`src/core/usb_sof_defs.svh`:
```
`ifndef USB_SOF_DEFS_SVH
`define USB_SOF_DEFS_SVH
// byte addresses on the wishbone slave
`define ADDR_CONTROL_REGISTER   12'h094
`define ADDR_TRANSCEIVER_CTRL   12'h10C
`define ADDR_FRAME_LENGTH_TRIM  12'h114
`define ADDR_FRAME_STATUS       12'h118
// control_register fields
`define CTL_HOST_MODE_EN_BIT    3
`define CTL_USB_EN_BIT          0
// transceiver_control_status fields
`define TRC_ASYNC_RESUME_EN_BIT 5
`define TRC_SYNC_IRQ_DETECTED_BIT        1
`define TRC_RESUME_INT_BIT      0
`define TRC_FIXED_ONE_BIT       6
// reset values
`define CONTROL_RESET           8'h00
`define TRC_RESET               8'h00
`define TRIM_RESET              8'h00
// frame timing
`define USB_CLK_HZ              12000000
`define FRAME_NOMINAL_CYCLES    12000
`define FRAME_US                1000
`define SYS_CLK_HZ              50000000
// 12 MHz tick from the 50 MHz clock: phase accumulator step over modulus
`define TICK_STEP               16'h0006
`define TICK_MOD                16'h0019
`define TICK_WIDTH              16
`endif

```
`src/core/usb_sof_pkg.sv`:
```
package usb_sof_pkg;
  typedef enum logic [2:0] {
    ST_PERIPH = 3'b001,
    ST_HOST   = 3'b010,
    ST_SOF    = 3'b100
  } role_state_t;

  typedef struct packed {
    logic        cyc;
    logic        stb;
    logic        we;
    logic [3:0]  sel;
    logic [11:0] adr;
    logic [31:0] dat;
  } wb_req_t;

  typedef struct packed {
    logic        ack;
    logic [31:0] dat;
  } wb_rsp_t;

  typedef struct packed {
    logic dp_raw;
    logic dm_raw;
    logic sync_resume;
  } line_in_t;
endpackage

```
`src/core/usb_frame_counter.sv`:
```
`timescale 1ns/1ps
`default_nettype none
module usb_frame_counter (
  input  wire logic        clk_sys,
  input  wire logic        nrst,
  input  wire logic        run,
  input  wire logic        tick,
  input  wire logic [7:0]  trim,
  output logic             sof,
  output logic [13:0]      count
);
  `include "usb_sof_defs.svh"
  typedef struct packed {
    logic [13:0] cnt;
    logic [13:0] len;
    logic        sof;
  } fc_state_t;
  fc_state_t s_reg;
  fc_state_t s_next;
  logic [13:0] next_len;

  always_comb begin
    // two's complement trim added to nominal length
    next_len = 14'(`FRAME_NOMINAL_CYCLES) + {{6{trim[7]}}, trim}; // see
    s_next = s_reg;
    s_next.sof = 1'b0;
    if (!run) begin
      s_next.cnt = 14'h0000;
      s_next.len = next_len;
    end else if (tick) begin
      if (s_reg.cnt == s_reg.len - 14'h0001) begin
        s_next.cnt = 14'h0000;
        s_next.sof = 1'b1;
        // while running, length latched only at frame boundary; while stopped it follows trim every cycle
        s_next.len = next_len;
      end else begin
        s_next.cnt = s_reg.cnt + 14'h0001;
      end
    end
  end

  always_ff @(posedge clk_sys or negedge nrst) begin
    if (!nrst) begin
      s_reg <= '{cnt: 14'h0000, len: 14'(`FRAME_NOMINAL_CYCLES), sof: 1'b0};
    end else begin
      s_reg <= s_next;
    end
  end

  assign sof   = s_reg.sof;
  assign count = s_reg.cnt;
endmodule
`default_nettype wire

```
`src/core/usb_sof_resume.sv`:
```
// Added by the designer: the Wishbone register port.
`timescale 1ns/1ps
`default_nettype none
// Functional notes
// async resume enable 1 allows async wakeup; 0 blocks it
// async detector sees K-state on raw D+/D- without clocked filtering
// software should set async enable only while transceiver suspended
// sync detect flag reads 1 after synchronous resume interrupt seen
// async interrupt flag reads 1 after async detector raised interrupt
// host mode emits SOF every 12000 cycles of 12 MHz
// trim field is two's complement added to frame period
// trim covers -128 to +127 clock periods
// new trim takes effect from the next frame
// host mode active when control host enable bit set
// controller is peripheral or host, never both
// host mode uses endpoint zero only
// host mode supports bulk, iso, interrupt and control transfers
// async wakeup event to processor only in device mode
// flags and trim reset to zero, frames start nominal
module usb_sof_resume (
  input  wire logic                clk_sys,
  input  wire logic                nrst,
  input  wire usb_sof_pkg::wb_req_t wb_req,
  output usb_sof_pkg::wb_rsp_t     wb_rsp,
  input  wire usb_sof_pkg::line_in_t line_in,
  input  wire logic                suspended,
  output logic                     host_mode,
  output logic                     periph_mode,
  output logic                     ep_nonzero_en,
  output logic                     sof_pulse,
  output logic                     wakeup
);
  import usb_sof_pkg::*;
  `include "usb_sof_defs.svh"

  typedef struct packed {
    wb_rsp_t     rsp;
    logic [7:0]  ctl;
    logic        async_en;
    logic        sync_irq_detected;
    logic        resume_int;
    logic [7:0]  trim;
    role_state_t role;
    logic [`TICK_WIDTH-1:0] phase;
    logic        tick;
    logic        sof;
    logic        wake;
    logic        ep_en;
    logic        host;
    logic        periph;
  } top_state_t;

  top_state_t s_reg;
  top_state_t s_next;
  logic        fc_sof;
  logic [13:0] fc_count;
  logic        k_state;
  logic        wr;
  logic        rd;
  logic [31:0] rdata;
  logic [`TICK_WIDTH-1:0] phase_sum;

  function automatic logic hit(input logic [11:0] a, input logic [11:0] r);
    hit = (a[11:2] == r[11:2]);
  endfunction

  // full-speed K: D+ low, D- high, sampled unfiltered
  assign k_state = !line_in.dp_raw && line_in.dm_raw;
  assign wr = wb_req.cyc && wb_req.stb && wb_req.we && !s_reg.rsp.ack;
  assign rd = wb_req.cyc && wb_req.stb && !wb_req.we && !s_reg.rsp.ack;
  assign phase_sum = s_reg.phase + `TICK_STEP;

  usb_frame_counter usb_frame_counter_inst (
    .clk_sys (clk_sys),
    .nrst    (nrst),
    .run     (s_reg.role != ST_PERIPH),
    .tick    (s_reg.tick),
    .trim    (s_reg.trim),
    .sof     (fc_sof),
    .count   (fc_count)
  );

  always_comb begin
    rdata = 32'h0000_0000;
    if (hit(wb_req.adr, `ADDR_CONTROL_REGISTER)) begin
      rdata[7:0] = s_reg.ctl;
    end else if (hit(wb_req.adr, `ADDR_TRANSCEIVER_CTRL)) begin
      rdata[`TRC_ASYNC_RESUME_EN_BIT] = s_reg.async_en;
      rdata[`TRC_SYNC_IRQ_DETECTED_BIT]        = s_reg.sync_irq_detected;
      rdata[`TRC_RESUME_INT_BIT]      = s_reg.resume_int;
    end else if (hit(wb_req.adr, `ADDR_FRAME_LENGTH_TRIM)) begin
      rdata[7:0] = s_reg.trim;
    end else if (hit(wb_req.adr, `ADDR_FRAME_STATUS)) begin
      rdata[13:0] = fc_count;
      rdata[16]   = s_reg.role != ST_PERIPH;
    end
  end

  always_comb begin
    s_next = s_reg;
    s_next.rsp.ack = wb_req.cyc && wb_req.stb && !s_reg.rsp.ack;
    s_next.rsp.dat = rd ? rdata : 32'h0000_0000;
    s_next.sof  = 1'b0;
    s_next.wake = 1'b0;
    // fractional divider: 6/25 of 50 MHz = 12 MHz tick
    if (phase_sum >= `TICK_MOD) begin
      s_next.phase = phase_sum - `TICK_MOD;
      s_next.tick  = 1'b1;
    end else begin
      s_next.phase = phase_sum;
      s_next.tick  = 1'b0;
    end
    if (wr && wb_req.sel[0]) begin
      if (hit(wb_req.adr, `ADDR_CONTROL_REGISTER)) begin
        s_next.ctl = wb_req.dat[7:0];
      end else if (hit(wb_req.adr, `ADDR_TRANSCEIVER_CTRL)) begin
        s_next.async_en = wb_req.dat[`TRC_ASYNC_RESUME_EN_BIT];
        // write one clears the sticky flags
        if (wb_req.dat[`TRC_SYNC_IRQ_DETECTED_BIT]) begin
          s_next.sync_irq_detected = 1'b0;
        end
        if (wb_req.dat[`TRC_RESUME_INT_BIT]) begin
          s_next.resume_int = 1'b0;
        end
      end else if (hit(wb_req.adr, `ADDR_FRAME_LENGTH_TRIM)) begin
        s_next.trim = wb_req.dat[7:0];
      end
    end
    // detection set after clear so a same-cycle event wins
    if (line_in.sync_resume) begin
      s_next.sync_irq_detected = 1'b1;
    end
    // wakeup only as peripheral; a pending host enable already counts as host
    if (s_reg.async_en && k_state && s_reg.role == ST_PERIPH &&
        !s_reg.ctl[`CTL_HOST_MODE_EN_BIT]) begin // see
      s_next.resume_int = 1'b1;
      s_next.wake       = 1'b1;
    end
    // single role state: one-hot guarantees exclusive modes
    case (s_reg.role)
      ST_PERIPH: begin
        if (s_reg.ctl[`CTL_HOST_MODE_EN_BIT]) begin
          s_next.role = ST_HOST; // see
        end
      end
      ST_HOST: begin
        if (!s_reg.ctl[`CTL_HOST_MODE_EN_BIT]) begin
          s_next.role = ST_PERIPH;
        end else if (fc_sof) begin
          s_next.role = ST_SOF;
        end
      end
      ST_SOF: begin
        s_next.role = s_reg.ctl[`CTL_HOST_MODE_EN_BIT] ? ST_HOST : ST_PERIPH;
      end
      default: begin
        s_next.role = ST_PERIPH;
      end
    endcase
    // usb enable gates the SOF packet, the timer keeps running
    // next role, so no pulse escapes in the cycle host mode ends
    s_next.sof = fc_sof && s_reg.ctl[`CTL_USB_EN_BIT] && s_next.role != ST_PERIPH;
    s_next.host   = s_next.role != ST_PERIPH; // see
    s_next.periph = s_next.role == ST_PERIPH;
    // host mode: only endpoint zero; all transfer types stay on ep0
    s_next.ep_en = (s_next.role == ST_PERIPH); // see
  end

  always_ff @(posedge clk_sys or negedge nrst) begin
    if (!nrst) begin
      s_reg.rsp        <= '0;
      s_reg.ctl        <= `CONTROL_RESET;
      s_reg.async_en   <= 1'b0;
      s_reg.sync_irq_detected   <= 1'b0;
      s_reg.resume_int <= 1'b0;
      s_reg.trim       <= `TRIM_RESET;
      s_reg.role       <= ST_PERIPH;
      s_reg.phase      <= '0;
      s_reg.tick       <= 1'b0;
      s_reg.sof        <= 1'b0;
      s_reg.wake       <= 1'b0;
      s_reg.ep_en      <= 1'b1;
      s_reg.host       <= 1'b0;
      s_reg.periph     <= 1'b1;
    end else begin
      s_reg <= s_next;
    end
  end

  assign wb_rsp        = s_reg.rsp;
  assign host_mode     = s_reg.host;
  assign periph_mode   = s_reg.periph;
  assign ep_nonzero_en = s_reg.ep_en;
  assign sof_pulse     = s_reg.sof;
  assign wakeup        = s_reg.wake;
endmodule
`default_nettype wire

```
`config.mk`:
```
export PLATFORM = sky130hd
export DESIGN_NAME = usb_sof_resume
export DESIGN_NICKNAME = d
export VERILOG_FILES = /design/src/core/usb_sof_pkg.sv /design/src/core/usb_frame_counter.sv /design/src/core/usb_sof_resume.sv
export VERILOG_INCLUDE_DIRS = /design/src /design/src/core
export SDC_FILE = /design/constraint.sdc
export NUM_CORES = 1
export LEC_CHECK = 0
export BUFFER_PORTS_ARGS = -buffer_cell sky130_fd_sc_hd__buf_2
export CAP_MARGIN = 5
export CELL_PAD_IN_SITES_DETAIL_PLACEMENT = 1
export CELL_PAD_IN_SITES_GLOBAL_PLACEMENT = 1
export CORE_ASPECT_RATIO = 0.9
export CORE_MARGIN = 1
export CORE_UTILIZATION = 43
export CTS_CLUSTER_DIAMETER = 100
export CTS_CLUSTER_SIZE = 28
export DETAILED_ROUTE_END_ITERATION = 8
export PLACE_DENSITY_LB_ADDON = 0.1
export RECOVER_POWER = 25
export SLEW_MARGIN = 20
export SYNTH_ARGS = -nofsm -noshare
export SYNTH_HDL_FRONTEND = slang
export SYNTH_SLANG_ARGS = --single-unit
```
`constraint.sdc`:
```
create_clock -name clk_sys -period 3.6 [get_ports clk_sys]
set_clock_uncertainty 0.1 [all_clocks]
set_input_delay 0.36 -clock clk_sys [delete_from_list [all_inputs] [get_ports clk_sys]]
set_output_delay 0.36 -clock clk_sys [all_outputs]
set_load 0.01 [all_outputs]
```
Word level (Yosys, flattened, before mapping)
Index checks and enable logic that the tools add are counted.

word-level totals
  bits in registers = 90
  input port bits = 57
  logic and storage cells = 104

cells by class
  add/subtract/negate cells = 5
  $lt $le $gt $ge = 1
  equal/unequal tests = 15
  mux-type cells = 35
  bitwise gates (word level) = 2
  reductions and logical operators = 29

operators by type and width
  kind                                                   count
  two-way mux 8 bit                                      5
  two-way mux 17 bit                                     2
  == test 10 x 7 -> 1 bit (second input constant)        3
  two-way mux 29 bit                                     1
  two-way mux 14 bit                                     2
  two-way mux 28 bit                                     1
  two-way mux 10 bit                                     2
  adder 16 x 3 -> 16 bit (second input constant)         1
  >= comparator 16 x 5 -> 1 bit (second input constant)  1
  subtractor 16 x 5 -> 16 bit (second input constant)    1
  two-way mux 15 bit                                     1
  adder 14 x 1 -> 14 bit (second input constant)         1
  adder 14 bit (first input constant)                    1
  == test 14 bit                                         1
  subtractor 14 x 1 -> 14 bit (second input constant)    1
  logical AND 1 bit                                      13
  two-way mux 3 bit                                      4
  two-way mux 6 bit                                      2
  AND reduction 4 bit                                    3
  nonzero test 2 bit                                     6
  two-way mux 1 bit                                      11
  == test 10 x 6 -> 1 bit (second input constant)        1
  case mux 3 bit (3 select lines)                        1
  == test 3 x 1 -> 1 bit (second input constant)         2
  10 further kinds                                       20

Longest topological paths before layout
  word-level depth = 7
  depth in mapped cells = 11

Cells and area by module
Synthesis repeated with hierarchy kept, for this count alone.

unflattened totals
  cell total of the unflattened synthesis = 547
  area, all modules = 5417.7 µm²

modules (own cells, without submodules)
  module             times used  cells each  area each (µm²)  sequential area each (µm²)
  usb_sof_resume     1           344         3514.6           1478.9
  usb_frame_counter  1           203         1903.1           630.6

Worst setup path after synthesis
No wires, ideal clock.

  kind = register to register
  from = register usb_frame_counter_inst.s_reg[1] (netlist name)
  to = register usb_frame_counter_inst.s_reg[1] (netlist name)
  setup time = 128 ps
  arrival = 2563 ps
  setup slack = 810 ps
  stages on the path, launching flop included = 12
  clock period less this slack = 2790 ps
  cells stage by stage = dfrtp_1 buf_2 inv_1 ha_1 nor3b_1 a311o_1 a21oi_1 nor2_1 or4_4 o21bai_1 buf_4 mux2_1

on the way
  longest elaborated chain between the ends = 4

RTL lines
  element                          RTL line                 RTL
  start: declaration               usb_frame_counter.sv:18  fc_state_t s_reg;
  start signal: assignment         usb_frame_counter.sv:44  s_reg <= '{cnt: 14'h0000, len: 14'(`FRAME_NOMINAL_CYCLES), sof: 1'b0};
  start signal: assignment         usb_frame_counter.sv:46  s_reg <= s_next;
  subtractor 14 x 1 -> 14 bit      usb_frame_counter.sv:31  if (s_reg.cnt == s_reg.len - 14'h0001) begin
  == test 14 bit                   usb_frame_counter.sv:31
  inequality test 2 bit (no line)  -
  AND reduction 2 bit (no line)    -

Every way passes these cells.
A chain may end at the register's enable or synchronous reset.

Worst setup path in the final report
  from = register usb_frame_counter_inst.s_reg[1] (netlist name)
  to = register usb_frame_counter_inst.s_reg[3] (netlist name)

The elaborated chain is that of the path after synthesis.

==> flow_metrics.env <==
export IMPL_fp_row_count=36
export IMPL_slew_headroom_pct=-64.7
export IMPL_p_int_mw=1.54
export IMPL_post_cts_buffers=0
export IMPL_worstPathMaxFanout=10
export IMPL_required_ns=3.72
export IMPL_yosysSeqAreaShare_pct=42.7
export IMPL_hold_viol_final=0
export IMPL_cp_end_kind="register"
export IMPL_coreArea_mm2=0.0110
export IMPL_largest_reg_flops=39
export IMPL_nets=590
export IMPL_grt_overflow=0
export IMPL_cts_tree="built"
export IMPL_yosys_cell_types_count=66
export IMPL_max_clock_freq_mhz=302
export IMPL_ys_flop_type="dfrtp_1"
export IMPL_via_per_inst=5.41
export IMPL_fill_cells=1262
export IMPL_yosysWarnings=0
export IMPL_synth_seq_cells=84
export IMPL_synthTopCellsByArea="dfrtp_1 (40%), buf_4 (5.3%), xnor2_1 (5.0%)"
export IMPL_post_route_min_period_ns=3.32
export IMPL_final_cells=682
export IMPL_drv_slew=45
export IMPL_ios=95
export IMPL_gp_congestion=0.731
export IMPL_htree_levels=3
export IMPL_cp_start_kind="register"
export IMPL_wl_per_cell_um=16.6
export IMPL_grt_pass1_wl_um=19400
export IMPL_routed_via_count=3691
export IMPL_maxCapViolCount=1
export IMPL_drive_above_1_share_pct=20.4
export IMPL_switchingPower_mw=0.409
export IMPL_antenna_found_initial=0
export IMPL_clk_latency_ns=0.34
export IMPL_die_h_um=104
export IMPL_finalCritPeriodShare_pct=92.1
export IMPL_clock_sinks=84
export IMPL_cts_root_buf="clkbuf_16"
export IMPL_dpl_instance_area_mm2=0.00516
export IMPL_power_leakage_nw=2.46
export IMPL_die_area_mm2=0.0119
export IMPL_fp_dieW_um=115
export IMPL_first_iter_violations=141
export IMPL_hpwl_um=8360
export IMPL_syn_avg_cell_area_um2=9.99
export IMPL_yosysTopAreaCell="dfrtp_1"
export IMPL_io_buffers=47
export IMPL_cts_made_buffers=9
export IMPL_grt_usage_pct=21.0
export IMPL_failed_checks="max-capacitance violations, max-slew violations"
export IMPL_setup_viol=0
export IMPL_clockPowerShare_pct=48.2
export IMPL_seqPwrFrac_pct=48.7
export IMPL_cts_buffer_depth=2
export IMPL_routed_wl_met2_um=5230
export IMPL_power_density_mw_per_mm2=356
export IMPL_ant_nets=0
export IMPL_drt_first_pass_iters=4
export IMPL_worst_ep_arrival_time_ns=3.43
export IMPL_switching_share_pct=21.0
export IMPL_peakVddDrop_uv=361
export IMPL_drt_wl_total_um=11300
export IMPL_synth_top_cell_area_share_pct=39.5
export IMPL_syn_area_mm2=0.00494
export IMPL_status="complete, but fails checks"
export IMPL_synth_edff_count=0
export IMPL_wl_met1_um=5540
export IMPL_dp_cells=665
export IMPL_rsz0062_at_grt="false"
export IMPL_synth_async_reset_ratio_pct=100
export IMPL_fin_setup_tns_ns=0
export IMPL_path_clk_slew_ns=0.06
export IMPL_hp_class="primary input to register"
export IMPL_grt_max_degree=45
export IMPL_dp_slack_ns=0.330
export IMPL_critPathKind="register to register"
export IMPL_wl_met3_um=487
export IMPL_start_util_pct=44.9
export IMPL_finalWorstSetupSlack_ns=0.284
export IMPL_comb_power_share_pct=3.1
export IMPL_final_cell_area_mm2=0.00547
export IMPL_top_layer="met4"
export IMPL_grt_pass1_vias=3848
export IMPL_diodes=0
export IMPL_area_growth_pct=10.7
export IMPL_netlist_instances=494
export IMPL_worst_pin_slew_ns=2.47
export IMPL_route_detailed_drc=0
## cells in the mapped netlist (all sizes together), types with 9 or more instances
library cell	count
nand3	21
nor4	15
a21oi	14
buf	45
clkbuf	9
mux2	26
xnor2	28
xor2	15
o21ai	20
nor2	33
nand2	30
nor3	17
dfrtp	78
inv	14
and3	21
## worst max-delay path, cell delays in order (launching register included)
cell	delay [ns]
dfrtp_1	0.48
inv_1	0.10
ha_1	0.25
nor3b_1	0.55
nand3b_1	0.17
xnor2_1	0.23
nand3_1	0.14
or4_4	0.48
o21bai_1	0.14
buf_4	0.21
mux2_1	0.34
## cell families after synthesis
family                     share of synthesized area, %
buffers and inverters                              8.03
adders and majority gates                          2.03
DFF                                                42.7
AOI/OAI and AO/OA                                  9.81
muxes                                              7.35
and+or+nand+nor                                    22.4
xor gates and xnor gates                           7.63
other                                            0.0760
## power groups by stage
stage | Sequential, mW | Combinational, mW | Clock, mW
final | 0.948 | 0.0608 | 0.938
after global routing | 0.947 | 0.0702 | 1.01
after CTS | 0.947 | 0.0628 | 0.972
after detailed placement | 0.965 | 0.0618 | 0
after global placement | 0.965 | 0.0604 | 0
after floorplan | 0.964 | 0.0323 | 0
## final cells by class
type / count / area (um^2) / share of cell area, %
multi-input combinational: 358 / 2500 / 45.7
sequential: 84 / 2110 / 38.6
timing repair buffer: 58 / 315 / 5.77
clock buffer: 12 / 256 / 4.69
tap: 152 / 190 / 3.48
inverter: 14 / 52.6 / 0.961
clock inverter: 4 / 47.5 / 0.870
## timing repair
action                                  in CTS  in global routing
gates resized for setup                      0                  0
endpoints found under the hold margin       38                  0
hold buffers                                 1                  0
endpoints found under the setup margin       0                  0
## path summary, 6_finish.rpt
path                                            startpoint                              end  slack, ns  cells past startpoint
hold reg to reg                                  s_reg[34]                        s_reg[34]       0.38                      1
min in group asynchronous                             nrst                        wb_rsp[9]       1.23                      2
hold / removal                                  line_in[0]                        s_reg[34]        0.1                      2
setup / recovery           usb_frame_counter_inst.s_reg[1]  usb_frame_counter_inst.s_reg[3]       0.28                     10
max in group asynchronous                             nrst                        s_reg[27]       0.76                      2
setup reg to reg           usb_frame_counter_inst.s_reg[1]  usb_frame_counter_inst.s_reg[3]       0.28                     10
## cells in the final DEF (no fill, tap or decap), types with 3 or more instances in the layout
master and instances:
ha_1 8, conb_1 17, a21o_1 4, dfstp_2 6, nand3_1 21, a31oi_1 4, buf_2 43, nand3b_1 8
a222oi_1 3, clkbuf_16 9, xnor2_1 28, a21oi_1 14, mux2_2 18, nand2b_1 5, nor4_4 3, o221ai_1 3
clkbuf_1 5, nand2_1 30, mux2i_1 7, nor3_1 15, nor2_1 32, mux2_1 8, and2_1 4, o21ai_0 18
dfrtp_1 78, and3_1 21, nor4_1 12, buf_4 10, or3_1 8, nor3b_1 6, inv_1 14, a22oi_1 4
xor2_1 15
## stage by stage
step | hold slack, ns | power [mW] | utilization, %
6_report | 0.0974 | 1.95 | 49.7
3_5_place_dp | 0.304 | 1.03 | 47.0
2_1_floorplan | -0.0356 | 0.997 | -
5_1_grt | 0.106 | 2.03 | 49.7
3_3_place_gp | 0.303 | 1.02 | 47.0
4_1_cts | 0.0852 | 1.98 | 49.8
## layer usage
metal  track usage (%)  vias to the layer above
met2              32.3                       63
met4              3.99                        0
met1              29.5                     1849
met3              6.09                        6
met5                 0                        -
li1                  -                     1773
No activity file was read; power rests on OpenSTA's default activity.
